<file path="src/shared/mfp_defs.svh">
// constants for the multifunction pin function selector
`ifndef MFP_DEFS_SVH
`define MFP_DEFS_SVH

`define MFP_DIR_BIT        7
`define MFP_SYSDIV         32
`define MFP_SYSDIV_HALF    16
`define MFP_CODE_RESET     8'h00
// output codes
`define MFP_O_LOW          8'h80
`define MFP_O_HIGH         8'h81
`define MFP_O_SYSDIV       8'h82
`define MFP_O_WDOG         8'h83
`define MFP_O_MEM_FIRST    8'h84
`define MFP_O_MEM_LAST     8'h86
`define MFP_O_PLL_FIRST    8'h87
`define MFP_O_PLL_LAST     8'h8b
`define MFP_O_ALL_LOCK     8'h8c
`define MFP_O_DA_LOCK      8'h8d
`define MFP_O_LOOP_FIRST   8'h90
`define MFP_O_LOOP_LAST    8'h96
`define MFP_O_CLAMP        8'h97
`define MFP_O_HIST_AVAIL   8'h98
`define MFP_O_HIST_UPD     8'h99
`define MFP_O_FAULT_FIRST  8'ha0
`define MFP_O_FAULT_LAST   8'ha3
`define MFP_O_VALID_FIRST  8'hb0
`define MFP_O_VALID_LAST   8'hb3
`define MFP_O_ACT_FIRST    8'hc0
`define MFP_O_ACT_LAST     8'hc3
`define MFP_O_SYNC_PULSE   8'hd0
`define MFP_O_SOFT_CFG     8'hd1
// input codes
`define MFP_I_UPDATE       8'h01
`define MFP_I_PWRDN        8'h02
`define MFP_I_CLR_FIRST    8'h03
`define MFP_I_CLR_LAST     8'h05
`define MFP_I_HOLDOVER     8'h10
`define MFP_I_FREERUN      8'h11
`define MFP_I_PH_RESET     8'h12
`define MFP_I_PH_INC       8'h13
`define MFP_I_PH_DEC       8'h14
`define MFP_I_OVR_FIRST    8'h20
`define MFP_I_OVR_LAST     8'h23
`define MFP_I_VTO_FIRST    8'h30
`define MFP_I_VTO_LAST     8'h33
`define MFP_I_OE_FIRST     8'h40
`define MFP_I_OE_LAST      8'h45
`define MFP_I_OE_ALL       8'h46
`define MFP_I_SOFT_SYNC    8'h47

`endif

</file>
<file path="src/shared/mfp_pkg.sv">
// types for the multifunction pin function selector
package mfp_pkg;

  // internal status flags the pins can mirror
  typedef struct packed {
    logic       wdog_out;
    logic [2:0] mem_stat;      // upload, download, fault
    logic [4:0] pll_stat;      // sys lock, sys stable, out lock, calibrating, ref present
    logic       loop_phase_lock;
    logic       analog_output_pll_lock;
    logic [6:0] loop_stat;     // free run .. slew limited
    logic       freq_clamped;
    logic       hist_avail;
    logic       hist_updated;
    logic [3:0] ref_fault;     // a..d
    logic [3:0] ref_valid;     // a..d
    logic [1:0] active_ref;
    logic       sync_pulse;
    logic       soft_cfg_busy;
  } mfp_status_s;

  // control actions a pin in input mode can assert
  typedef struct packed {
    logic       io_update;
    logic       power_down;
    logic [2:0] clear;         // watchdog, irqs, history
    logic       user_holdover;
    logic       user_freerun;
    logic [2:0] phase_step;    // bit0 inc, bit1 dec, bit2 reset
    logic [3:0] monitor_override;
    logic [3:0] force_timeout;
    logic [5:0] out_enable;
    logic       soft_sync;
  } mfp_ctrl_s;

endpackage

</file>
<file path="src/logic/mfp_select.sv">
// multifunction pin function selector: per-pin output mux and input decode
`timescale 1ns/1ps
`default_nettype none
`include "mfp_defs.svh"
// ----------------------------------------------------------------
// Notes on behaviour
// ----------------------------------------------------------------
// Notes on behaviour
// - direction bit one makes the pin an output using output codes.
// - direction bit zero makes the pin an input using input codes.
// - 0x80 low, 0x81 high, 0x82 system clock over 32, 0x83 watchdog.
// - 0x84 to 0x86 show upload, download and memory fault flags.
// - 0x87 to 0x8b show the five system and output pll flags.
// - 0x8c all three locks anded; 0x8d loop and analog lock anded.
// - 0x90 to 0x96 show the seven tracking loop state flags.
// - 0x97 clamped, 0x98 history available, 0x99 history updated.
// - 0xa0 to 0xa3 show fault of reference a to d.
// - 0xb0 to 0xb3 show valid of reference a to d.
// - 0xd0 sync pulse, 0xd1 soft pin configuration busy.
// - input 0x01 is update strobe, 0x02 is full power-down.
// - inputs 0x03 to 0x05 clear watchdog, interrupts, history.
// - input 0x10 forces holdover, 0x11 forces free run.
// - inputs 0x12 to 0x14 reset, increment, decrement phase offset.
// - inputs 0x20 to 0x23 override monitor of reference a to d.
// - inputs 0x30 to 0x33 force validation timeout of reference a to d.
// - inputs 0x40 to 0x45 enable clock output 0 to 5.
// - input 0x46 enables all six clock outputs together.
// - input 0x47 triggers soft sync of distribution outputs.
// ----------------------------------------------------------------

module mfp_select
#(
  parameter int NPINS = 4
)
(
  // clock and reset
  input  wire logic                  mclk,
  input  wire logic                  rst_n,
  input  wire logic                  clk_en,
  // per-pin function codes
  input  wire logic [NPINS-1:0][7:0] func_code,
  // internal status
  input  wire mfp_pkg::mfp_status_s  status,
  // pins
  input  wire logic [NPINS-1:0]      pin_in,
  output logic      [NPINS-1:0]      pin_out,
  output logic      [NPINS-1:0]      pin_oe,
  // control actions from input pins, ored over all pins
  output mfp_pkg::mfp_ctrl_s         pin_ctrl
);
  import mfp_pkg::*;

  // ----------------------------------------------------------------
  // system clock divider
  // ----------------------------------------------------------------
  logic [4:0] div_cnt;
  logic       sysdiv;

  // divide by 32: toggle every 16 cycles of mclk
  always_ff @(posedge mclk or negedge rst_n)
  begin
    if (!rst_n)
    begin
      div_cnt <= 5'h00;
      sysdiv  <= 1'b0;
    end
    else if (clk_en)
    begin
      if (div_cnt == 5'(`MFP_SYSDIV_HALF - 1))
      begin
        div_cnt <= 5'h00;
        sysdiv  <= ~sysdiv;
      end
      else
        div_cnt <= div_cnt + 5'h01;
    end
  end

  // ----------------------------------------------------------------
  // decode helpers
  // ----------------------------------------------------------------
  function automatic logic in_range(input logic [7:0] c, input logic [7:0] lo,
                                    input logic [7:0] hi);
    in_range = (c >= lo) && (c <= hi);
  endfunction

  // output function of one code
  function automatic logic out_value(input logic [7:0] c, input mfp_status_s s,
                                     input logic sd);
    logic [7:0] o;
    o = 8'h00;
    out_value = 1'b0;
    if (c == `MFP_O_LOW)
      out_value = 1'b0;
    else if (c == `MFP_O_HIGH)
      out_value = 1'b1;
    else if (c == `MFP_O_SYSDIV)
      out_value = sd;
    else if (c == `MFP_O_WDOG)
      out_value = s.wdog_out;
    else if (in_range(c, `MFP_O_MEM_FIRST, `MFP_O_MEM_LAST))
    begin
      o = c - `MFP_O_MEM_FIRST;
      out_value = s.mem_stat[o[1:0]];
    end
    else if (in_range(c, `MFP_O_PLL_FIRST, `MFP_O_PLL_LAST))
    begin
      o = c - `MFP_O_PLL_FIRST;
      out_value = s.pll_stat[o[2:0]];
    end
    else if (c == `MFP_O_ALL_LOCK)
      out_value = s.loop_phase_lock & s.analog_output_pll_lock & s.pll_stat[0];
    else if (c == `MFP_O_DA_LOCK)
      out_value = s.loop_phase_lock & s.analog_output_pll_lock;
    else if (in_range(c, `MFP_O_LOOP_FIRST, `MFP_O_LOOP_LAST))
    begin
      o = c - `MFP_O_LOOP_FIRST;
      out_value = s.loop_stat[o[2:0]];
    end
    else if (c == `MFP_O_CLAMP)
      out_value = s.freq_clamped;
    else if (c == `MFP_O_HIST_AVAIL)
      out_value = s.hist_avail;
    else if (c == `MFP_O_HIST_UPD)
      out_value = s.hist_updated;
    else if (in_range(c, `MFP_O_FAULT_FIRST, `MFP_O_FAULT_LAST))
      out_value = s.ref_fault[c[1:0]];
    else if (in_range(c, `MFP_O_VALID_FIRST, `MFP_O_VALID_LAST))
      out_value = s.ref_valid[c[1:0]];
    else if (in_range(c, `MFP_O_ACT_FIRST, `MFP_O_ACT_LAST))
      out_value = (s.active_ref == c[1:0]);
    else if (c == `MFP_O_SYNC_PULSE)
      out_value = s.sync_pulse;
    else if (c == `MFP_O_SOFT_CFG)
      out_value = s.soft_cfg_busy;
  endfunction

  // input action of one pin; reserved codes contribute nothing
  function automatic mfp_ctrl_s in_action(input logic [7:0] c, input logic lvl);
    mfp_ctrl_s a;
    a = '0;
    if (lvl)
    begin
      if (c == `MFP_I_UPDATE)
        a.io_update = 1'b1;
      else if (c == `MFP_I_PWRDN)
        a.power_down = 1'b1;
      else if (in_range(c, `MFP_I_CLR_FIRST, `MFP_I_CLR_LAST))
        a.clear[2'(c - `MFP_I_CLR_FIRST)] = 1'b1;
      else if (c == `MFP_I_HOLDOVER)
        a.user_holdover = 1'b1;
      else if (c == `MFP_I_FREERUN)
        a.user_freerun = 1'b1;
      else if (c == `MFP_I_PH_RESET)
        a.phase_step[2] = 1'b1;
      else if (c == `MFP_I_PH_INC)
        a.phase_step[0] = 1'b1;
      else if (c == `MFP_I_PH_DEC)
        a.phase_step[1] = 1'b1;
      else if (in_range(c, `MFP_I_OVR_FIRST, `MFP_I_OVR_LAST))
        a.monitor_override[c[1:0]] = 1'b1;
      else if (in_range(c, `MFP_I_VTO_FIRST, `MFP_I_VTO_LAST))
        a.force_timeout[c[1:0]] = 1'b1;
      else if (in_range(c, `MFP_I_OE_FIRST, `MFP_I_OE_LAST))
        a.out_enable[3'(c - `MFP_I_OE_FIRST)] = 1'b1;
      else if (c == `MFP_I_OE_ALL)
        a.out_enable = 6'h3f;
      else if (c == `MFP_I_SOFT_SYNC)
        a.soft_sync = 1'b1;
    end
    in_action = a;
  endfunction

  // ----------------------------------------------------------------
  // per-pin decode
  // ----------------------------------------------------------------
  logic [NPINS-1:0] next_pin_out;
  logic [NPINS-1:0] next_pin_oe;
  mfp_ctrl_s        next_ctrl;

  always_comb
  begin
    next_pin_out = '0;
    next_pin_oe  = '0;
    next_ctrl    = '0;
    for (int i = 0; i < NPINS; i++)
    begin
      if (func_code[i][`MFP_DIR_BIT])
      begin
        next_pin_oe[i]  = 1'b1;
        next_pin_out[i] = out_value(func_code[i], status, sysdiv);
      end
      else
        // input: pin stays undriven, level drives the control action
        next_ctrl = next_ctrl | in_action(func_code[i], pin_in[i]);
    end
  end

  // ----------------------------------------------------------------
  // registered outputs
  // ----------------------------------------------------------------
  // one register stage keeps pin data glitch free across code changes
  always_ff @(posedge mclk or negedge rst_n)
  begin
    if (!rst_n)
    begin
      pin_out <= '0;
      pin_oe  <= '0;
    end
    else if (clk_en)
    begin
      pin_out <= next_pin_out;
      pin_oe  <= next_pin_oe;
    end
  end

  always_ff @(posedge mclk or negedge rst_n)
  begin
    if (!rst_n)
      pin_ctrl <= '0;
    else if (clk_en)
      pin_ctrl <= next_ctrl;
  end

endmodule
`default_nettype wire

</file>
<file path="config.mk">
export PLATFORM = sky130hd
export DESIGN_NAME = mfp_select
export DESIGN_NICKNAME = d
export VERILOG_FILES = /design/src/shared/mfp_pkg.sv /design/src/logic/mfp_select.sv
export VERILOG_INCLUDE_DIRS = /design/src /design/src/shared
export SDC_FILE = /design/constraint.sdc
export NUM_CORES = 1
export LEC_CHECK = 0
export BUFFER_PORTS_ARGS = -buffer_cell sky130_fd_sc_hd__buf_2
export CORE_ASPECT_RATIO = 1.25
export CORE_MARGIN = 2
export CORE_UTILIZATION = 35
export DETAILED_ROUTE_END_ITERATION = 8
export PLACE_DENSITY_LB_ADDON = 0.08
export SLEW_MARGIN = 10
export SYNTH_ARGS = -nofsm -noshare
export SYNTH_HDL_FRONTEND = slang
export SYNTH_SLANG_ARGS = --single-unit
</file>
<file path="constraint.sdc">
create_clock -name mclk -period 1.22 [get_ports mclk]
set_input_delay 0.122 -clock mclk [delete_from_list [all_inputs] [get_ports mclk]]
set_output_delay 0.122 -clock mclk [all_outputs]
set_load 0.01 [all_outputs]
</file>
==> metrics.txt, run 1 <==
status=finished with violations; failing checks=setup timing; Cell Chain, Critical Path=buf_8, buf_6, ha_4, nor3b_4, or2_4, a2bb2oi_2, or3b_4, a21oi_2, o32a_1; wl on met1=10.8 mm; multiplexer area fraction after synthesis=9.97%; post-synth cell types=74; Worst slew margin=63.1%; adder-cell area share of the yosys netlist=4.62%; compound-cell area share of the yosys netlist=26.6%; first-pass GRT wire length=41.1 mm; Sw Pwr=0.00223 W; Hold Path Class=input pin to register; WS Path Type=input pin to register; WP data arrival=1.90 ns; syn_area_per_cell=7.42 µm²; Syn-to-layout area delta=74.0%; Main synth FF type=dfrtp_1; cell taking the most area after synthesis=dfrtp_1; port bufs=104; Synth top area share=19.0%; DIE WIDTH=112 µm; Post-Syn Nets=784; commonest non-fill, non-tap cell in the layout=buf_4; Hold Vio Cnt, Final=0; flop and latch count out of synthesis=39; Synth area leaders=dfrtp_1, nor2_1, mux4_2; VDD IR max=0.591 mV; Synth Instances=693; Total GRT Usage=33.9%; Inserted Diodes=0; final worst path period share=136%; vias per cell=5.92; EDFF count, synth=0; Flop pwr share=25.6%; # rows=49; crit path time final=1.66 ns; vias in the first global route=7169; fin nets=1104; Pint=0.00387 W; CTS Buf Count=5; setup TNS=-6.25 ns; fmax=0.602 GHz; CP peak stage delay=0.51 ns; Final Max Tran Viols=0; fraction of registers with async set/reset=100%; number of stages on the worst setup path=9; family with the most delay on the worst path=simple AND/OR/NAND/NOR gates; Synth Area in XOR/XNOR=1.70%; share of cells above drive strength 1=51.1%; combinational share of power=47.2%; Worst-path clk slew=0.07 ns; Worst setup SP type=input pin; wire length per cell=22.7 µm; setup ws final=-0.440 ns; crit path max fanout=6; YS warnings=0; H-tree lvl count=2; TritonRoute pass-1 iters=6; power per cell area=681 nW/µm²; Fin Hold WS=0.142 ns; clock sink count=39; Data required, critical path=1.46 ns; Antenna Nets Post-Route=0; highest routed layer=met4; CTS root buf=clkbuf_16; nature of the critical path endpoint=register; Worst Clk Skew=0.0101 ns; total leakage power=3.76 nW; insertion delay to the later sink of the worst-skew pair=0.30 ns; clk buf depth=2; dpl hpwl=22.2 mm; Initial Util=35.7%; max cap viols=0; initial antenna violation count=0; core area=14400 µm²; switching part of the total=36.5%; grt ovf=0; clock network fraction of design power=27.2%; synthesized area=5140 µm²; DR vias=7057; I/O pin cnt=105; Seq/Total Area, Yosys=19.0%; worst slew pin tran=0.546 ns; Setup Viol. Count Final=26; RSZ-0062 raised after global routing=true; largest net degree at the start of global routing=24; Worst Path Buf+Inv=2; R2R cell count=4; largest family of logic cells by synthesized area=simple AND/OR/NAND/NOR gates; CP max-delay cell=or3b_4; Residual DRC=0; die span in y=140 µm; First DRT Iteration DRCs=513; Synth Area in Simple Gates=31.7%; gp weighted congestion=1.00; routed wl met3=1.22 mm; final core occ=62.1%; met2 wire length=13.1 mm; commonest non-fill, non-tap cells in the layout=buf_4, buf_2, nor2_1, nand2_1, dfrtp_1; CTS tree=done; Hold Path Depth=2; fillers=1338; Total Die Area=15700 µm²; Post-Route WL=27.1 mm
[per-layer routing]
layer	global-route usage, %	vias up
met3	2.53	102
met5	0	-
li1	-	3280
met2	57.9	303
met4	21.1	0
met1	41.2	3372
[sequential cells by signal, indices dropped and copies added, names as in the netlist]
name	flops
pin_ctrl	25
div_cnt	5
pin_oe	4
pin_out	4
sysdiv	1
[worst paths after layout]
path	from	to	slack (ns)
min in group asynchronous	rst_n	pin_ctrl[12]	0.33
hold / removal	func_code[15]	pin_oe[1]	0.14
max in group asynchronous	rst_n	pin_oe[0]	0.59
setup / recovery	func_code[0]	pin_ctrl[5]	-0.44
setup reg to reg	sysdiv	pin_out[2]	-0.22
hold reg to reg	pin_ctrl[7]	pin_ctrl[7]	0.49
[timing repair]
| item | in CTS | in global routing |
|---|---|---|
| hold buffers | 1 | 0 |
| endpoints found under the setup margin | 29 | 31 |
| buffers inserted | 12 | 14 |
| gates resized for setup | 106 | 63 |
| endpoints found under the hold margin | 39 | 0 |
| pin swaps | 57 | 48 |
[final cells by class]
type | count | area (µm²) | area share, %
clock buffers | 6 | 139 | 1.55
clock inverters | 2 | 35.0 | 0.391
multi-input cells | 570 | 4680 | 52.2
repair buffers | 370 | 2750 | 30.7
well taps | 178 | 223 | 2.49
inverters | 27 | 154 | 1.72
flip-flops and latches | 39 | 976 | 10.9
[logic make-up (layout without fill, tap and decap cells)]
family          count (synthesis)  after routing
mux                            36             36
xor+xnor                       10             10
compound gates                195            195
buf+inv                        84            405
flops                          39             39
simple gates                  310            310
fa+ha+maj                      19             19
[synthesized netlist by cell type (9+ instances only)]
cell type  count
mux4_2        12
nand2_1       61
o211ai_1       9
o21ai_0       26
inv_1         26
dfrtp_1       39
nor2_1        85
a31oi_1       20
clkbuf_1      42
nand3_1       27
mux2i_1       22
nand4b_1      11
a41oi_1       13
nor2b_1       21
buf_2         10
nand3b_1      19
a21oi_1       46
nand4_1       14
ha_1          19
nor3_1        19
[power by group through the flow]
stage | Clock, W | Sequential (W) | Combinational (W)
2_1_floorplan | 0 | 0.00161 | 0.00118
3_3_place_gp | 0 | 0.00158 | 0.00244
3_5_place_dp | 0 | 0.00159 | 0.00247
4_1_cts | 0.00167 | 0.00157 | 0.00265
5_1_grt | 0.00170 | 0.00157 | 0.00307
6_report | 0.00166 | 0.00156 | 0.00288
[through the flow]
stage	cell area (µm²)	worst slack [ns]	cells	power, W
after floorplan	5650	-0.750	693	0.00278
after global placement	7870	-0.910	1163	0.00402
after detailed placement	7870	-0.913	1163	0.00406
after CTS	8610	-0.378	1183	0.00589
after global routing	8950	-0.481	1192	0.00634
final	8950	-0.440	1192	0.00610
No activity file was read; power rests on OpenSTA's default activity.
==> run 2, diff against run 1 <==
--- a/config.mk
+++ b/config.mk
@@ -13,3 +13,2 @@
 export DETAILED_ROUTE_END_ITERATION = 8
-export PLACE_DENSITY_LB_ADDON = 0.08
 export SLEW_MARGIN = 10
--- a/constraint.sdc
+++ b/constraint.sdc
@@ -3,2 +3,2 @@
 set_output_delay 0.122 -clock mclk [all_outputs]
-set_load 0.01 [all_outputs]
+set_load 0.1 [all_outputs]
==> run 2 against run 1 <==
Compared with the run above:
- the run still ends with setup timing left
- clock skew fell by 0.0045 ns
- final area increased by 9.3%
- critical endpoint is now pin_ctrl[3]
- largest power group unchanged
- first-iteration DRC count is 23% higher
- sequential cell count stayed put
- utilization up 5.8 points
- die area did not move
- sequential share of layout area decreased by 0.87 points
- non-clock buffer count is 24 higher
- final cell count up 2.0%
==> metrics.txt, run 2 (same netlist as run 1, synthesis figures left out) <==
status=finished with violations; Hold Path Depth=3 (+1); Antenna Nets Post-Route=0 (unchanged); family with the most delay on the worst path=simple AND/OR/NAND/NOR gates; Worst-path clk slew=0.07 ns (about the same); Cell Chain, Critical Path=buf_8, or4_4, nor3_4, a2bb2oi_2, or3b_4, buf_12, a21oi_2, o32a_1; CTS tree=done; clock sink count=39 (unchanged); Syn-to-layout area delta=90.2%; Hold Path Class=input pin to register; insertion delay to the later sink of the worst-skew pair=0.30 ns (about the same); RSZ-0062 raised after global routing=true; core area=14400 µm² (unchanged); dpl hpwl=22.1 mm (-0.29%); CP max-delay cell=or4_4; total leakage power=4.02 nW (+7.0%); first-pass GRT wire length=41.8 mm (+1.6%); fillers=1238 (-7.5%); grt ovf=0 (unchanged); worst r2r dst=pin_out[1]; worst slew pin tran=0.468 ns (-0.0779 ns); CTS Buf Count=5 (unchanged); I/O pin cnt=105 (unchanged); Top reg by flops=pin_ctrl; Final Max Tran Viols=0 (unchanged); clk buf depth=2 (unchanged); Inserted Diodes=0 (unchanged); setup TNS=-6.81 ns (-0.562 ns); R2R cell count=5 (+1); max cap viols=0 (unchanged); DR vias=7330 (+3.9%); port bufs=104 (unchanged); commonest non-fill, non-tap cells in the layout=buf_4, nor2_1, nand2_1, buf_2, buf_12; Worst slew margin=68.0% (+4.8 points); H-tree lvl count=2 (unchanged); crit path max fanout=6 (unchanged); placed cells=1174 (+0.95%); failing checks=setup timing; Worst Path Buf+Inv=2 (unchanged); Initial Util=35.7% (unchanged); setup ws final=-0.388 ns (+0.0522 ns); gp weighted congestion=1.05 (+4.8%); Setup Viol. Count Final=26 (unchanged); Worst setup SP type=input pin; DIE WIDTH=112 µm (unchanged); vias per cell=6.03 (+1.8%); Fin Hold WS=0.209 ns (+0.0664 ns); Residual DRC=0 (unchanged); Post-Route WL=27.8 mm (+2.6%); # rows=49 (unchanged); Regs by FF count=pin_ctrl (25), div_cnt (5); CP peak stage delay=0.56 ns (+0.05 ns); vias in the first global route=7273 (+1.5%); final worst path period share=132% (-4.3 points); Setup crit start=func_code[7]; fin nets=1128 (+2.2%); max reg flops=25 (unchanged); power per cell area=693 nW/µm² (+1.7%); nature of the critical path endpoint=register; VDD IR max=0.854 mV (+44%); crit path time final=1.61 ns (-0.0522 ns); WS Path Type=input pin to register; largest net degree at the start of global routing=24 (unchanged); share of cells above drive strength 1=54.0% (+3.0 points); WP data arrival=1.79 ns (-0.11 ns); die span in y=140 µm (unchanged); Worst Clk Skew=0.00569 ns (-0.00445 ns); Total Die Area=15700 µm² (unchanged); commonest non-fill, non-tap cell in the layout=buf_4; Total GRT Usage=34.6% (+0.66 points); fmax=0.622 GHz (+3.2%); hold_sp=func_code[15]; Hold Vio Cnt, Final=0 (unchanged); initial antenna violation count=0 (unchanged); R2R Setup Slk=-0.16 ns (+0.06 ns); Data required, critical path=1.41 ns (-0.05 ns); TritonRoute pass-1 iters=6 (unchanged); reg2reg start=sysdiv; First DRT Iteration DRCs=633 (+23%); wire length per cell=22.9 µm (+0.59%); CTS root buf=clkbuf_16; post-route insts no fill=1216 (+2.0%); hold worst-path end=pin_oe[1]
run 2: changes by cell type in the layout (fill, tap and decap cells not counted), sizes merged:
| cell | change |
|---|---|
| clkinvlp | -1 |
| buf | +24 |
| inv | +1 |
| bufinv | -1 |
| clkbuf | +1 |
run 2: area by class of cell:
cell class	instances	area (µm²)	share of cell area [%]
flip-flops and latches	39	982	10.0
multi-input cells	570	4730	48.4
repair buffers	394	3550	36.3
clock inverters	1	5.00	0.0511
clock buffers	7	143	1.46
inverters	27	150	1.53
well taps	178	223	2.28
run 2: layer usage:
layer  routed length [µm]  GRT usage [%]
met5                    0              0
met4                 2050           20.7
met3                 1650           3.92
met2                13600           58.6
met1                10500           41.9
run 2: what timing repair did:
item | in CTS | in global routing
buffers inserted | 20 | 15
hold buffers | 1 | 0
pin swaps | 65 | 41
gates resized for setup | 129 | 66
endpoints found under the setup margin | 29 | 31
gates cloned | 1 | 0
hold endpoints to repair | 39 | 0
run 2: tightest hold or removal path, cell delays in order:
cell	delay [ns]
buf_2	0.11
buf_4	0.11
mux2_2	0.13
run 2: how the worst max path moves through the flow:
stage	end	slack, ns	cells after the start
after floorplan	pin_out[0]	-0.62	9
after global placement	pin_ctrl[2]	-0.81	10
after detailed placement	pin_ctrl[2]	-0.88	10
after CTS	pin_out[3]	-0.36	9
after global routing	pin_out[3]	-0.47	9
final	pin_ctrl[3]	-0.39	8
run 2: stage by stage:
stage / setup slack (ns) / power, W / instance area (µm²) / utilization (%)
finish: -0.388 / 0.00678 / 9790 / 67.9
global route: -0.468 / 0.00703 / 9790 / 67.9
CTS: -0.364 / 0.00656 / 9340 / 64.8
detailed placement: -0.876 / 0.00493 / 8480 / 58.9
global placement: -0.812 / 0.00489 / 8480 / 58.9
floorplan: -0.619 / 0.00335 / 5690 / -
run 2: report_power, final:
| part | switching (W) | internal, W | leakage, nW |
|---|---|---|---|
| clock | 0.000592 | 0.000813 | 0.0739 |
| combinational | 0.00204 | 0.00169 | 3.47 |
| sequential | 0.000197 | 0.00145 | 0.479 |
| total | 0.00283 | 0.00395 | 4.02 |
==> run 3, diff against run 2 <==
SETUP_SLACK_MARGIN = 0.2   (was not set)
==> run 3 against run 2 <==
Compared with the run above:
- the flow still finishes with violations (setup timing)
- via count fell by 1.5%
- non-clock buffer count fell by 14
- sequential cell count did not move
- sequential power barely moved
- first-iteration DRC count fell by 3.0%
- count of clock-buffer cells in the layout fell by 2
- combinational power rose by 5.4%
- sequential share of layout area rose by 0.49 points
- die area did not move
- critical endpoint is now pin_ctrl[5]
==> metrics.txt, run 3 (same netlist as run 1, synthesis figures left out) <==
core area=14400 µm² (unchanged); commonest non-fill, non-tap cells in the layout=buf_4, nor2_1, nand2_1, buf_2, buf_12; Cell Chain, Critical Path=buf_8, clkinvlp_4, ha_4, nor2_4, a2111oi_4, or2_4, a211o_4, buf_4, a21oi_2, o32a_1; Hold Path Depth=2 (-1); nature of the critical path endpoint=register; gp weighted congestion=0.989 (-5.7%); reg2reg start=sysdiv; Antenna Nets Post-Route=0 (unchanged); R2R cell count=4 (-1); max reg flops=25 (unchanged); # rows=49 (unchanged); insertion delay to the later sink of the worst-skew pair=0.29 ns (about the same); CP peak stage delay=0.31 ns (-0.25 ns); crit path max fanout=6 (unchanged); initial antenna violation count=0 (unchanged); vias in the first global route=7068 (-2.8%); Total Die Area=15700 µm² (unchanged); largest net degree at the start of global routing=40 (+67%); grt ovf=0 (unchanged); clk buf depth=2 (unchanged); Inserted Diodes=0 (unchanged); fmax=0.591 GHz (-5.0%); Regs by FF count=pin_ctrl (25), div_cnt (5); final core occ=66.9% (-1.1 points); DIE WIDTH=112 µm (unchanged); hold_sp=clk_en; failing checks=setup timing; First DRT Iteration DRCs=614 (-3.0%); WP data arrival=1.92 ns (+0.13 ns); TritonRoute pass-1 iters=5 (-1); I/O pin cnt=105 (unchanged); Setup Viol. Count Final=27 (+3.8%); WS Path Type=input pin to register; worst r2r dst=pin_out[2]; Initial Util=35.7% (unchanged); total leakage power=3.94 nW (-2.0%); final worst path period share=139% (+7.0 points); worst slew pin tran=0.542 ns (+0.0733 ns); fin nets=1114 (-1.2%); crit path time final=1.69 ns (+0.0850 ns); port bufs=104 (unchanged); CP max-delay cell=a211o_4; clock sink count=39 (unchanged); VDD IR max=0.823 mV (-3.7%); first-pass GRT wire length=39.4 mm (-5.8%); Residual DRC=0 (unchanged); Data required, critical path=1.45 ns (+0.04 ns); power per cell area=744 nW/µm² (+7.3%); commonest non-fill, non-tap cell in the layout=buf_4; status=finished with violations; Worst slew margin=62.9% (-5.0 points); CTS root buf=clkbuf_16; CTS tree=done; Fin Hold WS=0.181 ns (-0.0274 ns); die span in y=140 µm (unchanged); setup ws final=-0.473 ns (-0.0850 ns); Worst Clk Skew=0.00350 ns (-0.00219 ns); Worst setup SP type=input pin; Final Max Tran Viols=0 (unchanged); Total GRT Usage=32.3% (-2.2 points); Cell Area, Placed=8410 µm² (-0.90%); vias per cell=6.01 (-0.37%); Top reg by flops=pin_ctrl; share of cells above drive strength 1=54.9% (+0.84 points); hold worst-path end=pin_ctrl[17]; Hold Path Class=input pin to register; H-tree lvl count=2 (unchanged); Syn-to-layout area delta=87.2%; CTS Buf Count=5 (unchanged); Worst-path clk slew=0.07 ns (about the same); Post-Route WL=26.5 mm (-4.6%); max cap viols=0 (unchanged); DR vias=7219 (-1.5%); dpl hpwl=20.9 mm (-5.5%); RSZ-0062 raised after global routing=true; Hold Vio Cnt, Final=0 (unchanged); wire length per cell=22.1 µm (-3.5%); post-layout instance area=9630 µm² (-1.6%); R2R Setup Slk=-0.23 ns (-0.07 ns)
## run 3: changes by cell type in the layout (fill, tap and decap cells not counted), moves of 5 or more
cell     before  now
dfrtp_1      34   13
dfrtp_2       5   24
buf_4       257  239
buf_6        27   36
nand3_1      23   18
o21ai_0      18   23
## run 3: final cells by class
class	instances	area, µm²
inverter	27	150
tap	178	223
clock buffer	5	125
timing repair buffer	380	3430
sequential	39	1010
fill	1182	4780
multi-input combinational	570	4650
clock inverter	3	43.8
## run 3: timing repair
item / 4_1_cts / 5_1_grt
buffers inserted: 19 / 16
gates resized for setup: 92 / 89
hold buffers: 1 / 0
pin swaps: 48 / 43
hold endpoints to repair: 39 / 0
endpoints found under the setup margin: 50 / 62
## run 3: stage by stage
stage / setup TNS (ns) / std cells / worst slack, ns / power [W]
floorplan: -9.61 / 693 / -0.619 / 0.00340
global placement: -17.87 / 1158 / -0.785 / 0.00483
detailed placement: -18.80 / 1158 / -0.797 / 0.00490
CTS: -7.07 / 1186 / -0.417 / 0.00671
global route: -9.01 / 1202 / -0.499 / 0.00741
finish: -7.68 / 1202 / -0.473 / 0.00716
## run 3: per-layer routing
metal  part of all wire (%)  GRT usage (%)  vias up
met5                      0              0        -
met4                    7.1           17.7        0
met3                    5.8           4.01       83
met2                     49           56.1      362
met1                     38           38.5     3483
li1                       -              -     3291
## run 3: critical path, delay by kind of cell
family	cells	cell delay, ns
adders and majority gates	1	0.19
buffers and inverters	3	0.35
and+or+nand+nor	2	0.47
AOI/OAI and AO/OA	4	0.77
## run 3: worst max-delay path by stage
stage | to | startpoint | cells after the start | slack, ns
floorplan | pin_out[0] | func_code[0] | 9 | -0.62
global placement | pin_ctrl[2] | func_code[9] | 9 | -0.79
detailed placement | pin_ctrl[2] | func_code[9] | 9 | -0.80
CTS | pin_ctrl[4] | func_code[13] | 8 | -0.42
global route | pin_ctrl[4] | func_code[13] | 8 | -0.50
finish | pin_ctrl[5] | func_code[9] | 10 | -0.47
## run 3: power breakdown
part	internal, W	switching, W
sequential	0.00146	0.000186
combinational	0.00181	0.00211
clock	0.000967	0.000621
